===== config.mk =====
export PLATFORM = sky130hd
export DESIGN_NAME = flash_host
export DESIGN_NICKNAME = d
export VERILOG_FILES = /design/src/include/flash_host_pkg.sv /design/src/logic/strobe_timer.sv /design/src/logic/flash_host.sv
export SDC_FILE = /design/constraint.sdc
export NUM_CORES = 1
export LEC_CHECK = 0
export BUFFER_PORTS_ARGS = -buffer_cell sky130_fd_sc_hd__buf_2
export CORE_MARGIN = 1.5
export CORE_UTILIZATION = 27
export DETAILED_ROUTE_END_ITERATION = 16
export GPL_TIMING_DRIVEN = 1
export PLACE_DENSITY = 0.52
export REMOVE_ABC_BUFFERS = 1
export SLEW_MARGIN = 20
export SYNTH_ARGS = -nofsm -noshare
export SYNTH_HDL_FRONTEND = slang
export SYNTH_SLANG_ARGS = --single-unit

===== constraint.sdc =====
create_clock -name i_clk -period 3.7 [get_ports i_clk]
set_input_delay 0.185 -clock i_clk [delete_from_list [all_inputs] [get_ports i_clk]]
set_output_delay 0.185 -clock i_clk [all_outputs]
set_load 0.02 [all_outputs]

===== src/include/flash_host_pkg.sv =====
// Constants, command codes and carriers for the parallel flash host controller.
// Assumes a 200 MHz system clock and a byte-wide flash driven through its strobes.
package flash_host_pkg;

   // ---------------------------------------------------------------
   // Geometry
   // ---------------------------------------------------------------
   localparam int ADDR_W = 16;
   localparam int DATA_W = 8;
   localparam int BYTE_POS_W = 7;
   localparam int SECTOR_BYTES = 128;
   localparam int POLL_BIT = 7;
   localparam int TOGGLE_BIT = 6;

   // ---------------------------------------------------------------
   // Timing
   // ---------------------------------------------------------------
   localparam int CLK_PERIOD_PS = 5000;
   localparam int STROBE_LOW_NS = 50;
   localparam int STROBE_HIGH_NS = 50;
   localparam int LOAD_GAP_MAX_US = 150;
   localparam int CYCLE_MAX_MS = 10;
   localparam int STROBE_LOW_CYC = (STROBE_LOW_NS * 1000 + CLK_PERIOD_PS - 1) / CLK_PERIOD_PS;
   localparam int STROBE_HIGH_CYC = (STROBE_HIGH_NS * 1000 + CLK_PERIOD_PS - 1) / CLK_PERIOD_PS;
   localparam int READ_WAIT_NS = 100;
   localparam int READ_WAIT_CYC = (READ_WAIT_NS * 1000 + CLK_PERIOD_PS - 1) / CLK_PERIOD_PS;
   localparam int LOAD_GAP_CYC = (LOAD_GAP_MAX_US * 1000000) / CLK_PERIOD_PS;
   // Grouped so the product stays inside 32 bits
   localparam int CYCLE_TIMEOUT_CYC = CYCLE_MAX_MS * (1000000000 / CLK_PERIOD_PS) * 2;
   localparam int TIMER_W = 24;

   // ---------------------------------------------------------------
   // Commands and carriers
   // ---------------------------------------------------------------
   typedef enum logic [2:0] {
      CMD_READ = 3'b000,
      CMD_WRITE = 3'b001,
      CMD_PROGRAM = 3'b010,
      CMD_POLL = 3'b011
   } cmd_e;

   typedef struct packed {
      cmd_e cmd;
      logic [ADDR_W-1:0] addr;
      logic [DATA_W-1:0] data;
      logic last;
   } request_s;

   typedef struct packed {
      logic [DATA_W-1:0] data;
      logic timeout;
   } answer_s;

   typedef struct packed {
      logic ce_n;
      logic oe_n;
      logic we_n;
      logic [ADDR_W-1:0] addr;
      logic [DATA_W-1:0] dq_out;
      logic dq_oe;
   } pins_s;

endpackage


===== src/logic/strobe_timer.sv =====
// Down counter used for every strobe width and wait in the host.
// Assumes the owner loads it and watches o_done.
`timescale 1ns/1ps
module strobe_timer #(
   parameter int WIDTH = 24
) (
   input wire logic i_clk,
   input wire logic i_rst_n,
   input wire logic i_load,
   input wire logic [WIDTH-1:0] i_count,
   output logic o_done
);
   logic [WIDTH-1:0] count;
   logic [WIDTH-1:0] next_count;

   // Load wins over counting
   always_comb begin
      next_count = count;
      if (i_load) begin
         next_count = i_count;
      end else if (count != '0) begin
         next_count = count - 1'b1;
      end
   end

   always_ff @(posedge i_clk or negedge i_rst_n) begin
      if (!i_rst_n) begin
         count <= '0;
      end else begin
         count <= next_count;
      end
   end

   // No path from i_load: the owner derives its load from o_done
   assign o_done = (count == '0);
endmodule


===== src/logic/flash_host.sv =====
// Host controller that drives a byte-wide sector flash by its strobes.
// Assumes the user issues one request at a time and holds it until ready.
`timescale 1ns/1ps
module flash_host #(
   parameter int LOAD_GAP = flash_host_pkg::LOAD_GAP_CYC,
   parameter int CYCLE_TIMEOUT = flash_host_pkg::CYCLE_TIMEOUT_CYC
) (
   input wire logic i_clk,
   input wire logic i_rst_n,
   input wire logic i_req_valid,
   input wire flash_host_pkg::request_s i_req,
   output logic o_req_ready,
   output logic o_ans_valid,
   output flash_host_pkg::answer_s o_ans,
   output logic o_busy,
   output logic o_ce_n,
   output logic o_oe_n,
   output logic o_we_n,
   output logic [flash_host_pkg::ADDR_W-1:0] o_addr,
   output logic [flash_host_pkg::DATA_W-1:0] o_dq,
   output logic o_dq_oe,
   input wire logic [flash_host_pkg::DATA_W-1:0] i_dq
);
   import flash_host_pkg::*;

   // ---------------------------------------------------------------
   // State
   // ---------------------------------------------------------------
   typedef enum logic [3:0] {
      ST_IDLE = 4'b0000,
      ST_WR_SETUP = 4'b0001,
      ST_WR_LOW = 4'b0010,
      ST_WR_HIGH = 4'b0011,
      ST_GAP = 4'b0100,
      ST_RD_LOW = 4'b0101,
      ST_RD_DONE = 4'b0110,
      ST_POLL_LOW = 4'b0111,
      ST_POLL_HIGH = 4'b1000,
      ST_ANSWER = 4'b1001
   } state_e;

   state_e state;
   state_e next_state;
   pins_s pins;
   pins_s next_pins;
   answer_s ans;
   answer_s next_ans;
   request_s cur;
   request_s next_cur;
   logic [ADDR_W-1:BYTE_POS_W] open_sector;
   logic [ADDR_W-1:BYTE_POS_W] next_open_sector;
   logic [DATA_W-1:0] last_byte;
   logic [DATA_W-1:0] next_last_byte;
   logic [DATA_W-1:0] prev_poll;
   logic [DATA_W-1:0] next_prev_poll;
   logic first_poll;
   logic next_first_poll;
   logic [TIMER_W-1:0] poll_cnt;
   logic [TIMER_W-1:0] next_poll_cnt;
   logic tmr_load;
   logic [TIMER_W-1:0] tmr_count;
   logic tmr_done;

   // ---------------------------------------------------------------
   // Shared timer for strobe widths and the load gap
   // ---------------------------------------------------------------
   strobe_timer #(
      .WIDTH(TIMER_W)
   ) u_timer (
      .i_clk(i_clk),
      .i_rst_n(i_rst_n),
      .i_load(tmr_load),
      .i_count(tmr_count),
      .o_done(tmr_done)
   );

   // Sequencer: every strobe change is a registered pin update
   always_comb begin
      next_state = state;
      next_pins = pins;
      next_ans = ans;
      next_cur = cur;
      next_open_sector = open_sector;
      next_last_byte = last_byte;
      next_prev_poll = prev_poll;
      next_first_poll = first_poll;
      next_poll_cnt = poll_cnt;
      tmr_load = 1'b0;
      tmr_count = '0;
      o_req_ready = 1'b0;
      case (state)
         ST_IDLE, ST_GAP: begin
            o_req_ready = 1'b1;
            if (state == ST_GAP && tmr_done) begin
               // Silence past the gap lets the flash start its cycle
               next_state = ST_IDLE;
            end
            if (i_req_valid) begin
               next_cur = i_req;
               next_pins.addr = i_req.addr;
               next_pins.dq_oe = 1'b0;
               case (i_req.cmd)
                  CMD_WRITE: begin
                     // Output enable high before any write strobe
                     next_pins.oe_n = 1'b1;
                     next_pins.dq_out = i_req.data;
                     next_open_sector = i_req.addr[ADDR_W-1:BYTE_POS_W];
                     next_state = ST_WR_SETUP;
                  end
                  CMD_READ: begin
                     next_pins.ce_n = 1'b0;
                     next_pins.oe_n = 1'b0;
                     tmr_load = 1'b1;
                     tmr_count = TIMER_W'(READ_WAIT_CYC);
                     next_state = ST_RD_LOW;
                  end
                  CMD_POLL: begin
                     next_pins.addr = {open_sector, cur.addr[BYTE_POS_W-1:0]};
                     next_first_poll = 1'b1;
                     next_poll_cnt = '0;
                     next_pins.ce_n = 1'b0;
                     next_pins.oe_n = 1'b0;
                     tmr_load = 1'b1;
                     tmr_count = TIMER_W'(READ_WAIT_CYC);
                     next_state = ST_POLL_LOW;
                  end
                  default: begin
                     next_state = state;
                  end
               endcase
            end
         end
         ST_WR_SETUP: begin
            // Chip select and write strobe fall together; address taken at that fall
            next_pins.ce_n = 1'b0;
            next_pins.we_n = 1'b0;
            next_pins.dq_oe = 1'b1;
            tmr_load = 1'b1;
            tmr_count = TIMER_W'(STROBE_LOW_CYC); // Well over 15 ns filter
            next_state = ST_WR_LOW;
         end
         ST_WR_LOW: begin
            if (tmr_done) begin
               // Both rise together, data still held
               next_pins.we_n = 1'b1;
               next_pins.ce_n = 1'b1;
               tmr_load = 1'b1;
               tmr_count = TIMER_W'(STROBE_HIGH_CYC);
               next_state = ST_WR_HIGH;
            end
         end
         ST_WR_HIGH: begin
            if (tmr_done) begin
               next_pins.dq_oe = 1'b0;
               next_last_byte = cur.data;
               next_ans.data = cur.data;
               next_ans.timeout = 1'b0;
               // Gap timer bounds the next fall
               tmr_load = 1'b1;
               tmr_count = cur.last ? TIMER_W'(LOAD_GAP) : TIMER_W'(LOAD_GAP - 64);
               next_state = ST_ANSWER;
            end
         end
         ST_RD_LOW: begin
            if (tmr_done) begin
               next_ans.data = i_dq;
               next_ans.timeout = 1'b0;
               next_pins.ce_n = 1'b1; // Release bus
               next_pins.oe_n = 1'b1;
               next_state = ST_RD_DONE;
            end
         end
         ST_RD_DONE: begin
            next_state = ST_ANSWER;
         end
         ST_POLL_LOW: begin
            next_poll_cnt = poll_cnt + 1'b1;
            if (tmr_done) begin
               next_pins.ce_n = 1'b1;
               next_pins.oe_n = 1'b1;
               next_prev_poll = i_dq;
               next_first_poll = 1'b0;
               tmr_load = 1'b1;
               tmr_count = TIMER_W'(STROBE_HIGH_CYC);
               // Finished when bit 7 matches the last byte written and bit 6 stopped
               if (!first_poll && i_dq[POLL_BIT] == last_byte[POLL_BIT]
                   && i_dq[TOGGLE_BIT] == prev_poll[TOGGLE_BIT]) begin
                  next_ans.data = i_dq;
                  next_ans.timeout = 1'b0;
                  next_state = ST_ANSWER;
               end else if (poll_cnt >= TIMER_W'(CYCLE_TIMEOUT)) begin
                  // Supply inhibit or lock can stall
                  next_ans.data = i_dq;
                  next_ans.timeout = 1'b1;
                  next_state = ST_ANSWER;
               end else begin
                  next_state = ST_POLL_HIGH;
               end
            end
         end
         ST_POLL_HIGH: begin
            next_poll_cnt = poll_cnt + 1'b1;
            if (tmr_done) begin
               next_pins.ce_n = 1'b0;
               next_pins.oe_n = 1'b0;
               tmr_load = 1'b1;
               tmr_count = TIMER_W'(READ_WAIT_CYC);
               next_state = ST_POLL_LOW;
            end
         end
         ST_ANSWER: begin
            // Writes keep the gap timer; reads and polls go idle
            next_state = (cur.cmd == CMD_WRITE) ? ST_GAP : ST_IDLE;
         end
         default: begin
            next_state = ST_IDLE;
         end
      endcase
   end

   // Registers; pins park deselected so the flash floats its outputs
   always_ff @(posedge i_clk or negedge i_rst_n) begin
      if (!i_rst_n) begin
         state <= ST_IDLE;
         pins <= '{ce_n: 1'b1, oe_n: 1'b1, we_n: 1'b1, addr: '0, dq_out: '0, dq_oe: 1'b0};
         ans <= '0;
         cur <= '0;
         open_sector <= '0;
         last_byte <= '0;
         prev_poll <= '0;
         first_poll <= 1'b1;
         poll_cnt <= '0;
      end else begin
         state <= next_state;
         pins <= next_pins;
         ans <= next_ans;
         cur <= next_cur;
         open_sector <= next_open_sector;
         last_byte <= next_last_byte;
         prev_poll <= next_prev_poll;
         first_poll <= next_first_poll;
         poll_cnt <= next_poll_cnt;
      end
   end

   // ---------------------------------------------------------------
   // Outputs
   // ---------------------------------------------------------------
   assign o_ce_n = pins.ce_n;
   assign o_oe_n = pins.oe_n;
   assign o_we_n = pins.we_n;
   assign o_addr = pins.addr;
   assign o_dq = pins.dq_out;
   assign o_dq_oe = pins.dq_oe;
   assign o_ans_valid = (state == ST_ANSWER);
   assign o_ans = ans;
   assign o_busy = (state != ST_IDLE) && (state != ST_GAP);
endmodule


==> impl_metrics.json, run 1 <==
{
  "outcome": "finished clean",
  "grt_max_degree": 121,
  "start_util": 0.273,
  "worst-endpoint-required_ns": 4.05,
  "post-dp-hpwl_mm": 9.79,
  "cts-buffers-inserted": 17,
  "setup_viol": 0,
  "crit_fanout": 14,
  "critPathMaxStageDelay_ns": 0.84,
  "grt_usage": 0.137,
  "worstPathArrival_ns": 3.36,
  "place_congestion": 0.755,
  "peakVddDrop_v": 0.000437,
  "die-width_um": 151,
  "hold_class": "input pin to flip-flop",
  "crit_buf_inv": 1,
  "final.min_clock_period_ns": 3.01,
  "synthToLayoutAreaGrowth_pct": 26.5,
  "antenna_found_initial": 0,
  "worstSetupEndpoint": "poll_cnt[20]$_DFFE_PN0P_",
  "r2r_cells": 6,
  "layout_common_cells": "dfrtp_1, nand2_1, buf_2",
  "r2r_end": "poll_cnt[20]$_DFFE_PN0P_",
  "clock_latency_ns": 0.43,
  "port_buffers": 78,
  "critPathCaptureType": "flip-flop",
  "post-cts-setup-buffer-count": 0,
  "r2r-start": "state[1]$_DFFE_PN0P_",
  "fmax_ghz": 0.333,
  "cp-startpoint": "state[1]$_DFFE_PN0P_",
  "nFillCells": 2246,
  "routed_wl_mm": 14.8,
  "synth_edf_count": 0,
  "hp-start": "i_req[22]",
  "fin_crit_sh": 0.813,
  "finClkSkew_ns": 0.0221,
  "netlist_area_sq_um": 5930,
  "startpoint_type": "flip-flop",
  "rows": 54,
  "die_area_sq_um": 22900,
  "coreArea_sq_um": 21700,
  "ys_seq_elements": 120,
  "worst-path-stages": 6,
  "p_per_area_nw_per_um2": 826,
  "synthArstFlopShare": 1.00,
  "ys_seq_area_frac": 0.507,
  "path_clk_slew_ns": 0.06,
  "setup-tns-final_ns": 0,
  "crit_chain": "buf_4 > or4b_2 > o221ai_1 > nand3_1 > or4_1 > a21oi_1",
  "ctsLongestPathBuffers": 2,
  "hold_viol": 0,
  "synth_warnings": 0,
  "rsz0062_at_grt": "false",
  "cts_sinks": 120,
  "cap_violations": 0,
  "grt_pass1_vias": 4718,
  "leakage_uw": 0.00335,
  "remaining_drc_errors": 0,
  "grt.overflow.total": 0,
  "io_pins": 79,
  "synthCells": 604,
  "grt_pass1_wl_mm": 24.4,
  "tritoncts": "built",
  "nets": 750,
  "drtPass1Iterations": 4,
  "ys.flop_type": "dfrtp_1",
  "syn_avg_cell_area_sq_um": 9.82,
  "worst_slew_pin_slew_ns": 0.703,
  "diodes": 0,
  "crit_family": "simple AND/OR/NAND/NOR gates",
  "fin_ws_ns": 0.693,
  "vias": 4843,
  "layout_commonest_cell": "dfrtp_1",
  "drv_slew": 0,
  "ant_nets": 0,
  "drive_gt1_frac": 0.250,
  "synth_cell_types": 57,
  "drt_iter0_markers": 203,
  "timing.slew.headroom": 0.531,
  "wl_per_cell_um": 14.7,
  "root_buffer": "clkbuf_16",
  "criticalPathCategory": "flip-flop to flip-flop",
  "routed_via_density": 4.84,
  "dp_slack_ns": 0.750,
  "htree_levels": 4,
  "reg2reg_slack_ns": 0.69,
  "die_y_um": 151,
  "crit_slowest_cell": "or4b_2"
}
==> cell families after synthesis <==
family | Yosys count | synth area share
buffers and inverters | 46 | 0.0350
xor gates and xnor gates | 24 | 0.0355
AOI/OAI and AO/OA | 120 | 0.133
adders and majority gates | 3 | 0.00633
and+or+nand+nor | 254 | 0.213
DFF | 120 | 0.507
muxes | 37 | 0.0703
==> stage by stage <==
| stage | std cells | util | instance area (sq um) | power (uW) | hold slack [ns] |
|---|---|---|---|---|---|
| 3_3_place_gp | 945 | 0.307 | 6660 | 4480 | 0.357 |
| 4_1_cts | 1001 | 0.346 | 7500 | 6250 | 0.00314 |
| 3_5_place_dp | 945 | 0.307 | 6660 | 4500 | 0.349 |
| 6_report | 1001 | 0.346 | 7500 | 6190 | 0.00679 |
| 2_1_floorplan | 570 | - | 5770 | 3750 | -0.111 |
| 5_1_grt | 1001 | 0.346 | 7500 | 6640 | 0.0125 |
==> synthesized netlist by cell type (11+ instances only) <==
library cell / number / area [sq um]
a31oi_1: 21 / 131
clkbuf_1: 23 / 86.3
nand4_1: 11 / 68.8
nand3_1: 17 / 85.1
mux2_2: 37 / 417
o31ai_1: 19 / 143
inv_1: 12 / 45.0
a21oi_1: 27 / 135
nor2_1: 40 / 150
xor2_1: 14 / 123
o21ai_0: 18 / 90.1
nand2_1: 110 / 413
dfrtp_1: 116 / 2900
or4_1: 20 / 150
==> worst min path at each step <==
stage                                   to  slack, ns  cells past startpoint
2_1_floorplan           cur[0]$_DFFE_PN0P_      -0.11                      0
3_3_place_gp      poll_cnt[19]$_DFFE_PN0P_       0.36                      2
3_5_place_dp      poll_cnt[19]$_DFFE_PN0P_       0.35                      2
4_1_cts        open_sector[13]$_DFFE_PN0P_      0.003                      2
5_1_grt        open_sector[10]$_DFFE_PN0P_       0.01                      2
6_report       open_sector[13]$_DFFE_PN0P_      0.007                      2
==> state kept, by name, indices dropped and copies added (netlist names), 4 cells and up <==
name	cells
o_dq	8
poll_cnt	24
open_sector	9
state	4
o_ans	9
u_timer.count	24
o_addr	16
cur	19
==> report_power, final <==
| part | internal, uW | switching, uW | total, uW |
|---|---|---|---|
| Clock | 1030 | 675 | 1700 |
| Sequential | 1850 | 393 | 2240 |
| Combinational | 940 | 1310 | 2250 |
| Total | 3810 | 2380 | 6190 |
==> cell type report <==
| type | instances | area [sq um] | area share |
|---|---|---|---|
| Clock inverter | 14 | 164 | 0.0219 |
| Multi-Input combinational cell | 438 | 2720 | 0.363 |
| Tap cell | 280 | 350 | 0.0467 |
| Sequential cell | 120 | 3010 | 0.401 |
| Clock buffer | 18 | 439 | 0.0586 |
| Timing Repair Buffer | 119 | 773 | 0.103 |
| Inverter | 12 | 45.0 | 0.00601 |
==> per-layer routing <==
| metal | track usage | vias up | wire [um] |
|---|---|---|---|
| li1 | - | 2393 | - |
| met4 | 0.0568 | 0 | 261 |
| met5 | 0 | - | 0 |
| met2 | 0.205 | 96 | 6680 |
| met1 | 0.187 | 2338 | 7140 |
| met3 | 0.0367 | 16 | 664 |
==> repair_timing <==
action                    CTS  global route
hold buffers               24             0
gates resized for setup     0             0
hold endpoints to repair  140             0
No activity file was read; power rests on OpenSTA's default activity.
==> run 2, diff against run 1 <==
Clock period 3.7 ns to 2.82 ns, I/O delays scaled along.
==> impl_metrics.json, run 2 (synthesized netlist as in run 1, its figures left out) <==
{
  "grt.overflow.total": 0,
  "grt_max_degree": 64,
  "timing.slew.headroom": 0.538,
  "holdBufCountCts": 27,
  "dp_slack_ns": 0.200,
  "rsz0062_at_grt": "false",
  "die_y_um": 151,
  "post-dp-hpwl_mm": 10.4,
  "criticalPathCategory": "flip-flop to flip-flop",
  "coreArea_sq_um": 21700,
  "nets": 768,
  "fin_crit_sh": 0.936,
  "finClkSkew_ns": 0.00864,
  "die-width_um": 151,
  "worstPathArrival_ns": 2.98,
  "die_area_sq_um": 22900,
  "hold_viol": 0,
  "peakVddDrop_v": 0.000517,
  "routed_via_density": 4.83,
  "setup_viol": 0,
  "reg.largest.list": "poll_cnt: 24 flops, u_timer.count: 24 flops, cur: 19 flops",
  "outcome": "finished clean",
  "ant_nets": 0,
  "p_per_area_nw_per_um2": 1070,
  "drtPass1Iterations": 4,
  "clock_latency_ns": 0.42,
  "post-cts-setup-buffer-count": 0,
  "cts_sinks": 120,
  "ctsLongestPathBuffers": 2,
  "root_buffer": "clkbuf_16",
  "place_congestion": 0.761,
  "fmax_ghz": 0.379,
  "synthToLayoutAreaGrowth_pct": 28.9,
  "hold_class": "input pin to flip-flop",
  "cts_resized": 0,
  "diodes": 0,
  "grt_usage": 0.143,
  "fin_ws_ns": 0.181,
  "grt_pass1_vias": 4832,
  "cap_violations": 0,
  "cts-buffers-inserted": 17,
  "layout_commonest_cell": "dfrtp_1",
  "nFillCells": 2214,
  "crit_fanout": 9,
  "drv_slew": 0,
  "startpoint_type": "flip-flop",
  "layout_common_cells": "dfrtp_1, nand2_1, buf_2",
  "antenna_found_initial": 0,
  "remaining_drc_errors": 0,
  "leakage_uw": 0.00344,
  "routed_wl_mm": 15.3,
  "grt_pass1_wl_mm": 25.4,
  "htree_levels": 4,
  "drt_iter0_markers": 267,
  "worst_slew_pin_slew_ns": 0.686,
  "register_area_sq_um": 3010,
  "worst-endpoint-required_ns": 3.16,
  "rows": 54,
  "start_util": 0.273,
  "port_buffers": 78,
  "power_uw": 8210,
  "multi_input_area_sq_um": 2720,
  "vias": 4923,
  "final.min_clock_period_ns": 2.64,
  "drive_gt1_frac": 0.264,
  "critPathCaptureType": "flip-flop",
  "hold_slack_ns": 0.0298,
  "io_pins": 79,
  "tritoncts": "built",
  "path_clk_slew_ns": 0.06,
  "wl_per_cell_um": 15.1
}
[run 2: final cells by class]
type | instances | share of cell area
Inverter | 12 | 0.00589
Multi-Input combinational cell | 438 | 0.356
Timing Repair Buffer | 137 | 0.121
Clock inverter | 15 | 0.0218
Clock buffer | 17 | 0.0557
Sequential cell | 120 | 0.394
Tap cell | 280 | 0.0458
[run 2: worst paths after layout]
check	startpoint	slack [ns]	endpoint	depth (start not counted)
max in group asynchronous	i_rst_n	1.86	o_we_n$_DFFE_PN1P_	3
min in group asynchronous	i_rst_n	0.22	poll_cnt[16]$_DFFE_PN0P_	2
hold / removal	i_dq[6]	0.03	prev_poll[6]$_DFFE_PN0P_	2
hold reg to reg	cur[25]$_DFFE_PN0P_	0.47	cur[25]$_DFFE_PN0P_	2
setup reg to reg	u_timer.count[8]$_DFFE_PN0P_	0.18	u_timer.count[23]$_DFFE_PN0P_	5
setup / recovery	u_timer.count[8]$_DFFE_PN0P_	0.18	u_timer.count[23]$_DFFE_PN0P_	5
[run 2: report_power, final]
group          internal [uW]  total [uW]  switching [uW]
clock                   1320        2160             848
sequential              2430        2930             501
combinational           1330        3120            1790
[run 2: worst max-delay path, stage by stage, from the launching register on]
cell and delay, ns:
dfrtp_1 0.43, or4_4 0.58, or4_1 0.53, a211o_1 0.39
or4_1 0.50, a21oi_1 0.15
[run 2: metal layers]
metal	global-route usage	vias up	share of wire
li1	-	2437	-
met1	0.188	2379	0.47
met2	0.228	96	0.47
met3	0.0340	11	0.048
met4	0.0485	0	0.010
met5	0	-	0
[run 2: through the flow]
step,cell area (sq um),utilization,setup TNS (ns),cells
after floorplan,5770,-,-250.08,570
after global placement,6780,0.313,0,960
after detailed placement,6780,0.313,0,960
after CTS,7640,0.352,0,1019
after global routing,7640,0.352,0,1019
final,7640,0.352,0,1019
==> run 3, diff against run 2 <==
Settings changed: PLACE_DENSITY 0.52 to default.
==> impl_metrics.json, run 3 (synthesized netlist as in run 1, its figures left out) <==
{
  "grt.overflow.total": 0,
  "reg2reg_slack_ns": 0.19,
  "antenna_found_initial": 0,
  "leakage_uw": 0.00342,
  "root_buffer": "clkbuf_16",
  "die_area_sq_um": 22900,
  "die_y_um": 151,
  "rows": 54,
  "drtPass1Iterations": 4,
  "grt_usage": 0.138,
  "worst-endpoint-required_ns": 3.11,
  "routed_via_density": 4.87,
  "ctsLongestPathBuffers": 2,
  "outcome": "finished clean",
  "layout_common_cells": "dfrtp_1, nand2_1, buf_2",
  "vias": 4917,
  "io_pins": 79,
  "cap_violations": 0,
  "crit_chain": "or4_4 > or4_1 > nor3_2 > o221a_2 > mux2_2",
  "post-dp-hpwl_mm": 10.0,
  "r2r_end": "o_ans[5]$_DFFE_PN0P_",
  "wl_per_cell_um": 14.6,
  "holdPathEnd": "prev_poll[6]$_DFFE_PN0P_",
  "drive_gt1_frac": 0.256,
  "cts_sinks": 120,
  "nFillCells": 2174,
  "reg.largest.list": "poll_cnt: 24 flops, u_timer.count: 24 flops, cur: 19 flops",
  "hold_slack_ns": 0.0214,
  "remaining_drc_errors": 0,
  "cp-startpoint": "u_timer.count[8]$_DFFE_PN0P_",
  "multi_input_area_sq_um": 2720,
  "crit_buf_inv": 0,
  "setup_viol": 0,
  "grt_pass1_vias": 4793,
  "register_area_sq_um": 3010,
  "fin_crit_sh": 0.931,
  "hold_viol": 0,
  "peakVddDrop_v": 0.000563,
  "r2r-start": "u_timer.count[8]$_DFFE_PN0P_",
  "die-width_um": 151,
  "r2r_cells": 5,
  "hold_class": "input pin to flip-flop",
  "place_congestion": 0.794,
  "grt_max_degree": 73,
  "cts_resized": 0,
  "crit_fanout": 8,
  "coreArea_sq_um": 21700,
  "timing.slew.headroom": 0.560,
  "port_buffers": 78,
  "rsz0062_at_grt": "false",
  "critPathMaxStageDelay_ns": 0.58,
  "path_clk_slew_ns": 0.05,
  "critPathCaptureType": "flip-flop",
  "criticalPathCategory": "flip-flop to flip-flop",
  "startpoint_type": "flip-flop",
  "hp-start": "i_dq[6]",
  "diodes": 0,
  "synthToLayoutAreaGrowth_pct": 28.0,
  "crit_family": "simple AND/OR/NAND/NOR gates",
  "layout_commonest_cell": "dfrtp_1",
  "nets": 760,
  "grt_pass1_wl_mm": 24.7,
  "clock_latency_ns": 0.41,
  "start_util": 0.273,
  "crit_slowest_cell": "or4_4",
  "routed_wl_mm": 14.7,
  "cts-buffers-inserted": 17,
  "final.min_clock_period_ns": 2.63,
  "post-cts-setup-buffer-count": 0,
  "worstPathArrival_ns": 2.92,
  "drv_slew": 0,
  "htree_levels": 4,
  "drt_iter0_markers": 255,
  "p_per_area_nw_per_um2": 1070,
  "ant_nets": 0,
  "final_cells": 1010,
  "dpl.cell_count": 953,
  "min_path_cells": 2,
  "fmax_ghz": 0.381,
  "final_util": 0.350,
  "finClkSkew_ns": 0.00574,
  "worst_slew_pin_slew_ns": 0.661,
  "tritoncts": "built"
}
[run 3: worst max-delay path by stage]
stage,end,slack (ns),cells after the start
after floorplan,o_dq[0]$_DFFE_PN0P_,-4.08,3
after global placement,o_ans[4]$_DFFE_PN0P_,0.26,5
after detailed placement,o_ans[3]$_DFFE_PN0P_,0.23,5
after CTS,o_ans[5]$_DFFE_PN0P_,0.20,5
after global routing,o_ans[5]$_DFFE_PN0P_,0.05,5
final,o_ans[5]$_DFFE_PN0P_,0.19,5
[run 3: layout make-up]
type	instances	share of cell area
multi-input combinational	438	0.358
sequential	120	0.396
timing repair buffer	129	0.114
tap	280	0.0462
inverter	12	0.00593
clock inverter	8	0.0122
clock buffer	23	0.0669
[run 3: per-stage QoR]
step                worst slack (ns)  total power (uW)  setup TNS [ns]  instance area (sq um)
CTS                            0.200              8200               0                   7590
global route                  0.0507              8700               0                   7590
finish                         0.195              8120               0                   7590
floorplan                      -4.08              4920         -250.08                   5770
global placement               0.259              5900               0                   6730
detailed placement             0.229              5950               0                   6730
[run 3: layer usage]
layer,vias to the layer above,track usage,part of all wire
met5,-,0,0
met4,0,0.0519,0.012
met3,12,0.0370,0.056
met2,106,0.218,0.47
met1,2386,0.181,0.46
li1,2413,-,-
[run 3: worst reg2reg max path, delay by kind of cell, from the launching register on]
family / cells / cell delay, ns
flip-flops: 1 / 0.42
multiplexers: 1 / 0.38
AO/OA/AOI/OAI: 1 / 0.38
AND/OR/NAND/NOR: 3 / 1.34
[run 3: report_power, final]
part | switching [uW] | leakage (uW) | internal [uW]
logic | 1730 | 0.00161 | 1280
registers | 500 | 0.00151 | 2430
clock network | 754 | 0.000301 | 1430
[run 3: repair_timing]
item / CTS / global route
setup endpoints to repair: 0 / 0
endpoints found under the hold margin: 96 / 0
hold buffers: 26 / 0
